$ cat src/include/timer_regs.vh
// constants for the multimode down counter timer
`ifndef TIMER_REGS_VH
`define TIMER_REGS_VH
`define TMR_WIDTH        16
`define TMR_ALL_ONES     16'hffff
`define TMR_ALL_ZEROS    16'h0000
`define TMR_MODE_TIMER   2'h0
`define TMR_MODE_EVENT   2'h1
`define TMR_MODE_ONESHOT 2'h2
`define TMR_MODE_PWM     2'h3
`define TMR_DIV_DEFAULT  8
`endif

$ cat src/design/count_source_divider.v
// count source tick generator
`timescale 1ns/1ps
`default_nettype none
module count_source_divider #(
  parameter integer DIV = 8
) (
  input  wire clock,
  input  wire rst,
  input  wire clockEnable,
  output reg  tick
);
  reg [15:0] divCount_reg;
  always @(posedge clock) begin
    if (rst) begin
      divCount_reg <= 16'h0000;
      tick         <= 1'b0;
    end else if (clockEnable) begin
      if (divCount_reg == DIV[15:0] - 16'h0001) begin
        divCount_reg <= 16'h0000;
        tick         <= 1'b1;
      end else begin
        divCount_reg <= divCount_reg + 16'h0001;
        tick         <= 1'b0;
      end
    end
  end
endmodule // count_source_divider
`default_nettype wire

$ cat src/design/multimode_down_counter_timer.v
// 16-bit timer channel: timer, event counter, one-shot and pwm modes
// Function
// - timer mode read gives live count, all ones at the reload instant.
// - event mode reload read gives all ones on underflow, zeros on overflow.
// - a write while halted reads back unchanged until counting starts.
// - one-shot stop mid-count halts counter and copies reload value back.
// - one-shot stop mid-count drives output low and sets interrupt bit.
// - one-shot output follows trigger within one count-source period.
// - entering one-shot from reset, timer or event mode sets interrupt bit.
// - retrigger during one-shot gives one more down count, then reload.
// - entering pwm from reset, timer or event mode sets interrupt bit.
// - pwm stop drives high output low with interrupt; low stays unchanged.
`include "timer_regs.vh"
`timescale 1ns/1ps
`default_nettype none
module multimode_down_counter_timer #(
  parameter integer DIV = `TMR_DIV_DEFAULT
) (
  input  wire        clock,
  input  wire        rst,
  input  wire        clockEnable,
  input  wire [1:0]  modeSelect,
  input  wire        countStart,
  input  wire        freeRun,
  input  wire        countUp,
  input  wire        externalTrigger,
  input  wire        timer_trigger_input_pin,
  input  wire        counterWrite,
  input  wire [15:0] counterWriteData,
  input  wire        irqWriteZero,
  output reg  [15:0] counterReadData,
  output reg         timer_pulse_output_pin,
  output reg         irqRequest,
  output reg         countActive
);
  wire        tick;
  reg  [15:0] counter_reg;
  reg  [15:0] counter_next;
  reg  [15:0] reload_reg;
  reg  [15:0] reload_next;
  reg  [1:0]  modePrev_reg;
  reg         startPrev_reg;
  reg         pinPrev_reg;
  reg         trigPend_reg;
  reg         trigPend_next;
  reg         retrig_reg;
  reg         retrig_next;
  reg         reloadSoon_reg;
  reg         reloadSoon_next;
  reg         running_reg;
  reg         running_next;
  reg         out_next;
  reg         irqEvent;
  reg         readOverride;
  reg  [15:0] readValue;

  // one-shot and pwm share the running state, trigger-driven in one-shot only
  function isPulseMode;
    input [1:0] m;
    begin
      isPulseMode = (m == `TMR_MODE_ONESHOT) || (m == `TMR_MODE_PWM);
    end
  endfunction

  // timer and event modes count while the start flag stays set
  function isLevelMode;
    input [1:0] m;
    begin
      isLevelMode = (m == `TMR_MODE_TIMER) || (m == `TMR_MODE_EVENT);
    end
  endfunction

  // rising pin edges only, start flag both ways; pin history resets low like the idle pin
  wire pinEdge   = timer_trigger_input_pin & ~pinPrev_reg;
  wire startRise = countStart & ~startPrev_reg;
  wire startFall = ~countStart & startPrev_reg;
  // external trigger selects the pin, otherwise the start flag rise
  wire trigEvent = externalTrigger ? pinEdge : startRise;
  // a mode switch clears running state and holds the counter for that cycle
  wire modeChange = (modeSelect != modePrev_reg);
  // only a move from a level mode into a pulse mode raises the bit
  wire modeEntry  = modeChange && isPulseMode(modeSelect) && isLevelMode(modePrev_reg);

  // count source: one tick every DIV clocks
  count_source_divider #(
    .DIV (DIV)
  ) u_div (
    .clock       (clock),
    .rst         (rst),
    .clockEnable (clockEnable),
    .tick        (tick)
  );

  // next-state and read-port logic for all four modes
  always @* begin
    counter_next    = counter_reg;
    reload_next     = reload_reg;
    trigPend_next   = trigPend_reg;
    retrig_next     = retrig_reg;
    reloadSoon_next = reloadSoon_reg;
    running_next    = running_reg;
    out_next        = timer_pulse_output_pin;
    irqEvent        = 1'b0;
    readOverride    = 1'b0;
    readValue       = counter_reg;
    case (modeSelect)
      `TMR_MODE_TIMER: begin
        // output pin unused in the level modes
        out_next = 1'b0;
        if (countStart && tick) begin
          if (counter_reg == `TMR_ALL_ZEROS) begin
            counter_next = reload_reg;
            irqEvent     = 1'b1;
            readOverride = 1'b1;
            readValue    = `TMR_ALL_ONES;
          end else begin
            counter_next = counter_reg - 16'h0001;
          end
        end
      end
      `TMR_MODE_EVENT: begin
        // wrap reads all ones on underflow, zeros on overflow
        out_next = 1'b0;
        if (countStart && pinEdge) begin
          if (!countUp && counter_reg == `TMR_ALL_ZEROS) begin
            counter_next = freeRun ? `TMR_ALL_ONES : reload_reg;
            irqEvent     = 1'b1;
            readOverride = 1'b1;
            readValue    = `TMR_ALL_ONES;
          end else if (countUp && counter_reg == `TMR_ALL_ONES) begin
            counter_next = freeRun ? `TMR_ALL_ZEROS : reload_reg;
            irqEvent     = 1'b1;
            readOverride = 1'b1;
            readValue    = `TMR_ALL_ZEROS;
          end else if (countUp) begin
            counter_next = counter_reg + 16'h0001;
          end else begin
            counter_next = counter_reg - 16'h0001;
          end
        end
      end
      `TMR_MODE_ONESHOT: begin
        // stop mid-count: reload, low output, interrupt
        if (startFall && running_reg) begin
          running_next    = 1'b0;
          counter_next    = reload_reg;
          out_next        = 1'b0;
          irqEvent        = 1'b1;
          trigPend_next   = 1'b0;
          retrig_next     = 1'b0;
          reloadSoon_next = 1'b0;
        end else if (countStart) begin
          if (trigEvent && running_reg) begin
            retrig_next = 1'b1;
          end else if (trigEvent) begin
            trigPend_next = 1'b1;
          end
          // pending trigger starts; retrigger counts once more, then reloads
          if (tick) begin
            if (trigPend_reg) begin
              trigPend_next = 1'b0;
              running_next  = 1'b1;
              out_next      = 1'b1;
              counter_next  = reload_reg;
            end else if (running_reg && reloadSoon_reg) begin
              counter_next    = reload_reg;
              reloadSoon_next = 1'b0;
            end else if (running_reg && retrig_reg) begin
              counter_next    = counter_reg - 16'h0001;
              retrig_next     = 1'b0;
              reloadSoon_next = 1'b1;
            end else if (running_reg) begin
              if (counter_reg <= 16'h0001) begin
                running_next = 1'b0;
                out_next     = 1'b0;
                irqEvent     = 1'b1;
                counter_next = reload_reg;
              end else begin
                counter_next = counter_reg - 16'h0001;
              end
            end
          end
        end
      end
      default: begin
        // pwm: high for the reload count, low for the rest of the period
        if (startFall) begin
          running_next = 1'b0;
          if (timer_pulse_output_pin) begin
            out_next = 1'b0;
            irqEvent = 1'b1;
          end
        end else if (countStart && tick) begin
          if (!running_reg) begin
            running_next = 1'b1;
            out_next     = (reload_reg != `TMR_ALL_ZEROS);
            counter_next = reload_reg;
          end else if (counter_reg <= 16'h0001) begin
            if (timer_pulse_output_pin) begin
              out_next     = 1'b0;
              irqEvent     = 1'b1;
              counter_next = `TMR_ALL_ONES - reload_reg;
            end else begin
              out_next     = (reload_reg != `TMR_ALL_ZEROS);
              counter_next = reload_reg;
            end
          end else begin
            counter_next = counter_reg - 16'h0001;
          end
        end
      end
    endcase
    // every write reaches the reload register
    if (counterWrite) begin
      reload_next = counterWriteData;
      // halted write lands in the counter and reads back at once
      if (!countStart || !running_reg && isPulseMode(modeSelect)) begin
        counter_next = counterWriteData;
        readValue    = counterWriteData;
        readOverride = 1'b1;
      end else if (isLevelMode(modeSelect)) begin
        // level modes take the new count even while counting
        counter_next = counterWriteData;
      end
    end
    // read port shows the value the counter is about to hold
    if (!readOverride) begin
      readValue = counter_next;
    end
  end

  // state update, frozen while the clock enable is low
  always @(posedge clock) begin
    if (rst) begin
      // counter and reload cleared, software loads them before use
      counter_reg            <= `TMR_ALL_ZEROS;
      reload_reg             <= `TMR_ALL_ZEROS;
      modePrev_reg           <= `TMR_MODE_TIMER;
      startPrev_reg          <= 1'b0;
      pinPrev_reg            <= 1'b0;
      trigPend_reg           <= 1'b0;
      retrig_reg             <= 1'b0;
      reloadSoon_reg         <= 1'b0;
      running_reg            <= 1'b0;
      timer_pulse_output_pin <= 1'b0;
      irqRequest             <= 1'b0;
      counterReadData        <= `TMR_ALL_ZEROS;
      countActive            <= 1'b0;
    end else if (clockEnable) begin
      // running state is dropped on any mode switch
      if (modeChange) begin
        running_reg            <= 1'b0;
        trigPend_reg           <= 1'b0;
        retrig_reg             <= 1'b0;
        reloadSoon_reg         <= 1'b0;
        timer_pulse_output_pin <= 1'b0;
        counter_reg            <= counter_reg;
      end else begin
        running_reg            <= running_next;
        trigPend_reg           <= trigPend_next;
        retrig_reg             <= retrig_next;
        reloadSoon_reg         <= reloadSoon_next;
        timer_pulse_output_pin <= out_next;
        counter_reg            <= counter_next;
      end
      reload_reg      <= reload_next;
      modePrev_reg    <= modeSelect;
      startPrev_reg   <= countStart;
      pinPrev_reg     <= timer_trigger_input_pin;
      counterReadData <= readValue;
      // a pulse mode counts only once started: one-shot by its trigger, pwm by the first tick
      countActive     <= countStart & (isLevelMode(modeSelect) | (running_next & ~modeChange));
      // set wins over the software clear
      if (modeEntry) begin
        irqRequest <= 1'b1;
      end else if (irqEvent && !modeChange) begin
        irqRequest <= 1'b1;
      end else if (irqWriteZero) begin
        irqRequest <= 1'b0;
      end
    end
  end
endmodule // multimode_down_counter_timer
`default_nettype wire

$ cat config.mk
export PLATFORM = sky130hd
export DESIGN_NAME = multimode_down_counter_timer
export DESIGN_NICKNAME = d
export VERILOG_FILES = /design/src/design/count_source_divider.v /design/src/design/multimode_down_counter_timer.v
export VERILOG_INCLUDE_DIRS = /design/src /design/src/include
export SDC_FILE = /design/constraint.sdc
export NUM_CORES = 1
export LEC_CHECK = 0
export BUFFER_PORTS_ARGS = -buffer_cell sky130_fd_sc_hd__buf_2
export CAP_MARGIN = 5
export CORE_MARGIN = 5
export CORE_UTILIZATION = 25
export DETAILED_ROUTE_END_ITERATION = 8
export GPL_TIMING_DRIVEN = 0
export PLACE_DENSITY = 0.41
export SYNTH_ARGS = -nofsm -noshare
export SYNTH_HDL_FRONTEND = slang
export SYNTH_SLANG_ARGS = --single-unit
$ cat constraint.sdc
create_clock -name clock -period 6.3 [get_ports clock]
set_input_delay 1.26 -clock clock [delete_from_list [all_inputs] [get_ports clock]]
set_output_delay 1.26 -clock clock [all_outputs]
set_load 0.05 [all_outputs]
# Word-level counts from Yosys, hierarchy flattened
# Cells that the tools add are included.
# W data, S select, Z words.
dict set report op_classes {
  addsub 4
  n_lt_le_gt_ge 1
  eq_ne 15
  mux 114
  n_bitwise 10
  reduce_logical 37
}
# op count
set ops {}
lappend ops {{$mux W16} 33}
lappend ops {{$mux W1} 75}
lappend ops {{$pmux W16 S3} 1}
lappend ops {{$add A16 B1 Y16 const B} 2}
lappend ops {{$pmux W16 S2} 1}
lappend ops {{$ne A5 B5 Y1 const B} 4}
lappend ops {{$eq A16 B16 Y1 const B} 1}
lappend ops {{$eq A16 B3 Y1 const B} 1}
lappend ops {{$le A16 B1 Y1 const B} 1}
lappend ops {{$logic_not A16 Y1} 1}
lappend ops {{$reduce_bool A16 Y1} 1}
lappend ops {{$sub A16 B1 Y16 const B} 1}
lappend ops {{$sub A16 B16 Y16 const A} 1}
lappend ops {{$logic_and A1 B1 Y1} 12}
lappend ops {{$reduce_and A9 Y1} 1}
lappend ops {{$reduce_bool A3 Y1} 3}
lappend ops {{$ne A6 B2 Y1 const B} 1}
lappend ops {{$pmux W1 S2} 3}
lappend ops {{$reduce_and A2 Y1} 3}
lappend ops {{$reduce_and A6 Y1} 1}
lappend ops {{$and A1 B1 Y1} 5}
lappend ops {{$reduce_bool A5 Y1} 1}
lappend ops {{$eq A2 B1 Y1 const B} 2}
lappend ops {{$eq A2 B2 Y1 const B} 2}
lappend ops {{14 further kinds} 24}
dict set report word_totals {
  ff_bits 76
  out_inout_bits 19
  elab_cells 196
}

# Longest topological paths before layout
dict set report depth {
  word_depth 14
  mapped_depth 13
  mapped_depth_nobuf 10
}

# Modules after synthesis
# A second synthesis with hierarchy kept.
dict set report unflattened {
  cells_unflattened 1086
  area_unflattened_um2 7449.6
}
# module n_inst cells_per_inst area_each_um2
set modules_own_cells {}
lappend modules_own_cells {multimode_down_counter_timer 1 1000 6660.1}
lappend modules_own_cells {count_source_divider 1 86 789.5}

# Worst setup path after synthesis
# No wires, ideal clock.
dict set report synth_path {
  kind {input port to flip-flop}
  startpoint {in countUp}
  endpoint {reg counterReadData[6]}
  setup_ps 78
  arrival_ps 3283
  t_required_ps 6222
  path_slack_ps 2939
  stages 10
  path_buffers 2
  path_cell_list {clkbuf_1 and4_1 buf_1 nand3_1 o22ai_1 or4_1 a31oi_1 and4b_1 o311a_1 nor3_1}
}
dict set report synth_between {
  elab_chain_len 9
  elab_cells_between_ends 24
}
# element line
set synth_lines {}
lappend synth_lines {{start: declaration} multimode_down_counter_timer.v:25} ;# input wire countUp,
lappend synth_lines {{$mux W16, or another cell as far along} multimode_down_counter_timer.v:135} ;# end else if (countUp) begin
lappend synth_lines {{$mux W16 or $logic_and A1 B1 Y1 (tied branches)} n/a}
lappend synth_lines {{$mux W16} multimode_down_counter_timer.v:125} ;# if (!countUp && counter_reg == `TMR_ALL_ZEROS) begin
lappend synth_lines {{$mux W16} multimode_down_counter_timer.v:124} ;# if (countStart && pinEdge) begin
lappend synth_lines {{$pmux W16 S3} multimode_down_counter_timer.v:106} ;# case (modeSelect)
lappend synth_lines {{$mux W16} multimode_down_counter_timer.v:221} ;# end else if (isLevelMode(modeSelect)) begin
lappend synth_lines {{$mux W16} multimode_down_counter_timer.v:217} ;# if (!countStart || !running_reg && isPulseMode(modeSelect)) begin
lappend synth_lines {{$mux W16} multimode_down_counter_timer.v:214} ;# if (counterWrite) begin
lappend synth_lines {{$mux W16 *} multimode_down_counter_timer.v:227} ;# if (!readOverride) begin
lappend synth_lines {{end signal: assignment} multimode_down_counter_timer.v:247} ;# counterReadData <= `TMR_ALL_ZEROS;
lappend synth_lines {{end signal: assignment} multimode_down_counter_timer.v:270} ;# counterReadData <= readValue;
lappend synth_lines {{end: declaration} multimode_down_counter_timer.v:31} ;# output reg [15:0] counterReadData,
# Mark *: on every way between the ends. The rest lies on a longest branch, timed or not.
# A chain may end at the register's enable or synchronous reset.

# Final worst setup path
dict set report layout_path {
  startpoint {reg counter_reg[0]}
  endpoint {reg counter_reg[15]}
}
dict set report layout_between {
  elab_chain_len 13
  elab_cells_between_ends 29
}
# element line
set layout_lines {}
lappend layout_lines {{start: declaration} multimode_down_counter_timer.v:37} ;# reg [15:0] counter_reg;
lappend layout_lines {{start signal: assignment} multimode_down_counter_timer.v:236} ;# counter_reg <= `TMR_ALL_ZEROS;
lappend layout_lines {{start signal: assignment} multimode_down_counter_timer.v:257} ;# counter_reg <= counter_reg;
lappend layout_lines {{start signal: assignment} multimode_down_counter_timer.v:264} ;# counter_reg <= counter_next;
lappend layout_lines {{$sub A16 B1 Y16 or $le A16 B1 Y1 (tied branches)} n/a}
lappend layout_lines {{$mux W16} multimode_down_counter_timer.v:173} ;# if (counter_reg <= 16'h0001) begin
lappend layout_lines {{$mux W16} multimode_down_counter_timer.v:172} ;# end else if (running_reg) begin
lappend layout_lines {{$mux W16} multimode_down_counter_timer.v:168} ;# end else if (running_reg && retrig_reg) begin
lappend layout_lines {{$mux W16} multimode_down_counter_timer.v:165} ;# end else if (running_reg && reloadSoon_reg) begin
lappend layout_lines {{$mux W16} multimode_down_counter_timer.v:160} ;# if (trigPend_reg) begin
lappend layout_lines {{$mux W16} multimode_down_counter_timer.v:159} ;# if (tick) begin
lappend layout_lines {{$mux W16} multimode_down_counter_timer.v:152} ;# end else if (countStart) begin
lappend layout_lines {{$mux W16} multimode_down_counter_timer.v:144} ;# if (startFall && running_reg) begin
lappend layout_lines {{$pmux W16 S3 *} multimode_down_counter_timer.v:106}
lappend layout_lines {{$mux W16} multimode_down_counter_timer.v:221}
lappend layout_lines {{$mux W16} multimode_down_counter_timer.v:217}
lappend layout_lines {{$mux W16 *} multimode_down_counter_timer.v:214}
# Marked as above.

==> results list <==
- The flow ran to the end, and the final reports show no timing, DRC or antenna violations.
- Compared with the post-synthesis result, the final layout area differs by 13.8%.
- IR analysis of the VDD net gives a maximum drop of approximately 0.15 mV.
- Post-DP HPWL: approximately 34,000 um
* Basic-gate share of the synthesized area counting and, or, nand and nor cells: 0.323
- 47 I/O pins were placed.
- Entering global routing, the biggest net connects 17 pins.
* Count of different cell masters after synthesis: between 80 and 90
- In this run the horizontal extent of the chip is roughly 180 um.
- Final cycle utilization of the critical path: 0.820
- The worst path needs 5170 ps of the cycle, external delays included.
- Syn_area_per_cell: 6.71 um2
- STA puts the critical path data arrival time at 5370 ps.
- The clock drives 76 sinks.
* Worst-margin pin slew: roughly 1200 ps
- Number of synthesized flops with an enable pin: 0
- For this block, the initial DRC count from the detailed router was ~1,200.
- After detailed routing, the number of remaining DRC violations is 0.
- The worst pin sits at a relative slew slack of 0.208.
- CTS clk-pin slew, worst paths: 70 ps
* Library cell used as clock root buffer: clkbuf_16
- Type of the worst setup path: register to register
- Final-layout fill cell count: between 3,000 and 4,000
- Post-DR vias/cell: between 6 and 7
- Placer congestion estimate: around 1.1
- The via count of the first global-routing pass was 9,143.
- Portion of the post-synthesis area used by sequential elements: 0.206
- Post-CTS repair changed the size of 0 cells.
* Worst-skew pair later-pin latency: around 340 ps
- Std-Cell Core Area: 0.0289 mm2
- Router iterations before antenna repair: 6
* Cell count after synthesis: 1,099
- PnR Total Power: between 1.5 and 2 mW
- Of the total synthesized cell area, the portion taken by full adders, half adders and majority gates is 0.00848.
- Worst Setup End Kind: register
- Maxcap violations: 0
- Of the cells placed in the final design, the portion with a size suffix greater than 1 is 0.0906.
* # H-tree levels: 3
* Number of port buffers: 43
- Cell area power density: approximately 210 mW/mm2
- The Yosys step of the flow raised 0 warnings.
- Min-Delay Path Class: register to register
- Yosys attributes the largest share of cell area to dfxtp_1 21%, nand2_1 6.8%, nor2_1 6.3%.
* Depth of the worst register-to-register path: 11
* Cell type contributing the most total cell area after synthesis: dfxtp_1
- Counting flops with an async set or reset pin after synthesis yields a share of 0.
* WP data required: around 6500 ps
* Area enclosed by the die boundary: between 0.03 and 0.04 mm2
- TritonCTS buffer count: 9
* Fraction of synthesized cell area in xor and xnor cells: 0.0285
* Max FO, Critical Path: 10
- Site row count: 62
- Via total after detailed routing: 9,744
- The compound-cell area share of the yosys netlist was 0.338.
* Starting density of the core: 0.255
- Antenna-violating nets left: 0
- Post-synth top flop: dfxtp_1
- Total of hold buffers inserted after clock tree synthesis: 0
* Hold-critical path depth: 2
- Global-route wire length before repair: approximately 64,000 um
- nand2_1 is the most common cell in the netlist.
- In the final routed layout, each cell accounts on average for 29.0 um.
- Y dimension of the die: approximately 180 um
* #FFs+latches synth: 76
- TritonCTS clock tree: done
- Crit path launch type: register
- Global routing finished with a remaining overflow of 0.
* Post-CTS Setup Bufs: 0
- Setup violations remaining at the end of the flow were counted as 0.
* Fraction of post-synthesis cell area in the top cell type by area: 0.206
- Leakage component of the power: ~2.7 nW
- The final hold violation count came to 0.
- For this run, the total global-route usage over all layers was measured as 0.258.
* Max Buffers Root-to-Sink: 2
- Unrepaired setup endpoints after global routing: false
* Post-synthesis mux area share: 0.0266
- Clock Skews: between 10 and 15 ps
- Wire length reported by the detailed router: 44,800 um
* Combinational family with the most area after synthesis: compound AO/OA/AOI/OAI gates
* Highest attainable clock frequency: between 150 and 200 MHz
- Synthesized area: about 0.0074 mm2
* Most common library cells after synthesis: 133 x nand2_1, 124 x nor2_1, 95 x clkbuf_1
- Final net count: around 1,200
- Final setup TNS: 0 ps
- The number of antenna violations at the first check in global routing is 1.
* Syn_nets: 1,132
- Count of final max-slew check failures: 0
worst max-delay path, cell delays in order (launching register included):
cell and delay, ps:
dfxtp_1 410, clkbuf_1 360, inv_1 490, ha_1 280, nor4b_1 350, nand4_1 660
o22ai_1 1150, a31oi_1 260, o21ai_0 280, nand4_1 400, o211ai_1 290, a21oi_1 100
cells by family (layout without fill, tap and decap cells):
| group | count (synthesis) | in the layout |
|---|---|---|
| buffers and inverters | 128 | 188 |
| adder cells (fa/ha/maj) | 5 | 5 |
| multiplexers | 19 | 19 |
| flip-flops | 76 | 76 |
| AO/OA/AOI/OAI | 369 | 369 |
| other | 0 | 1 |
| AND/OR/NAND/NOR | 478 | 478 |
| XOR/XNOR | 24 | 24 |
final cells by class:
cell class,count,area [um2],area share
Multi-Input combinational cell,895,5350,0.637
Tap cell,384,480,0.0572
Clock buffer,9,225,0.0268
Clock inverter,7,86.3,0.0103
Buffer,111,448,0.0534
Sequential cell,76,1520,0.181
Antenna cell,1,2.50,0.000298
Timing Repair Buffer,44,220,0.0262
Inverter,17,63.8,0.00760
cells in the final DEF, fill, tap and decap left out, drive strengths merged, types with 10 or more instances in the layout:
| master | n |
|---|---|
| nand2 | 133 |
| nor2 | 125 |
| clkbuf | 104 |
| a21oi | 88 |
| dfxtp | 76 |
| o21ai | 76 |
| buf | 60 |
| nor3 | 48 |
| nand3 | 40 |
| nor4 | 24 |
| nand4 | 23 |
| a31oi | 21 |
| a211oi | 21 |
| inv | 21 |
| o211ai | 20 |
| o22ai | 15 |
| or3 | 14 |
| mux2i | 14 |
| o31ai | 14 |
| xor2 | 13 |
| a311oi | 13 |
| and3 | 12 |
| xnor2 | 11 |
| and2 | 10 |
| o221ai | 10 |
| or4 | 10 |
final timing paths:
kind | slack, ps | startpoint | to
max | 1130 | counter_reg[0] | counter_reg[15]
min reg2reg | 470 | irqRequest | irqRequest
max reg2reg | 1130 | counter_reg[0] | counter_reg[15]
min | 470 | irqRequest | irqRequest
metrics by stage:
stage	cell area (um2)	instances	utilization	hold slack (ps)	worst slack, ps
final	8390	1544	0.290	471	1130
after global routing	8390	1543	0.290	488	1170
after CTS	8390	1542	0.290	472	1560
after detailed placement	8070	1526	0.279	454	1410
after global placement	8070	1526	0.279	467	1390
after floorplan	7380	1099	-	461	2940
layer usage:
layer  global-route usage  wire length, um  share of wire
met4                0.119             2450          0.055
met3               0.0712             5020           0.11
met2                0.370            18500           0.41
met5                    0                0              0
met1                0.356            18900           0.42
power by group:
part | internal [mW] | total [mW] | switching (mW)
clock | 0.317 | 0.554 | 0.237
combinational | 0.186 | 0.719 | 0.533
sequential | 0.503 | 0.529 | 0.0254
Power figures use the tool's default switching activity.
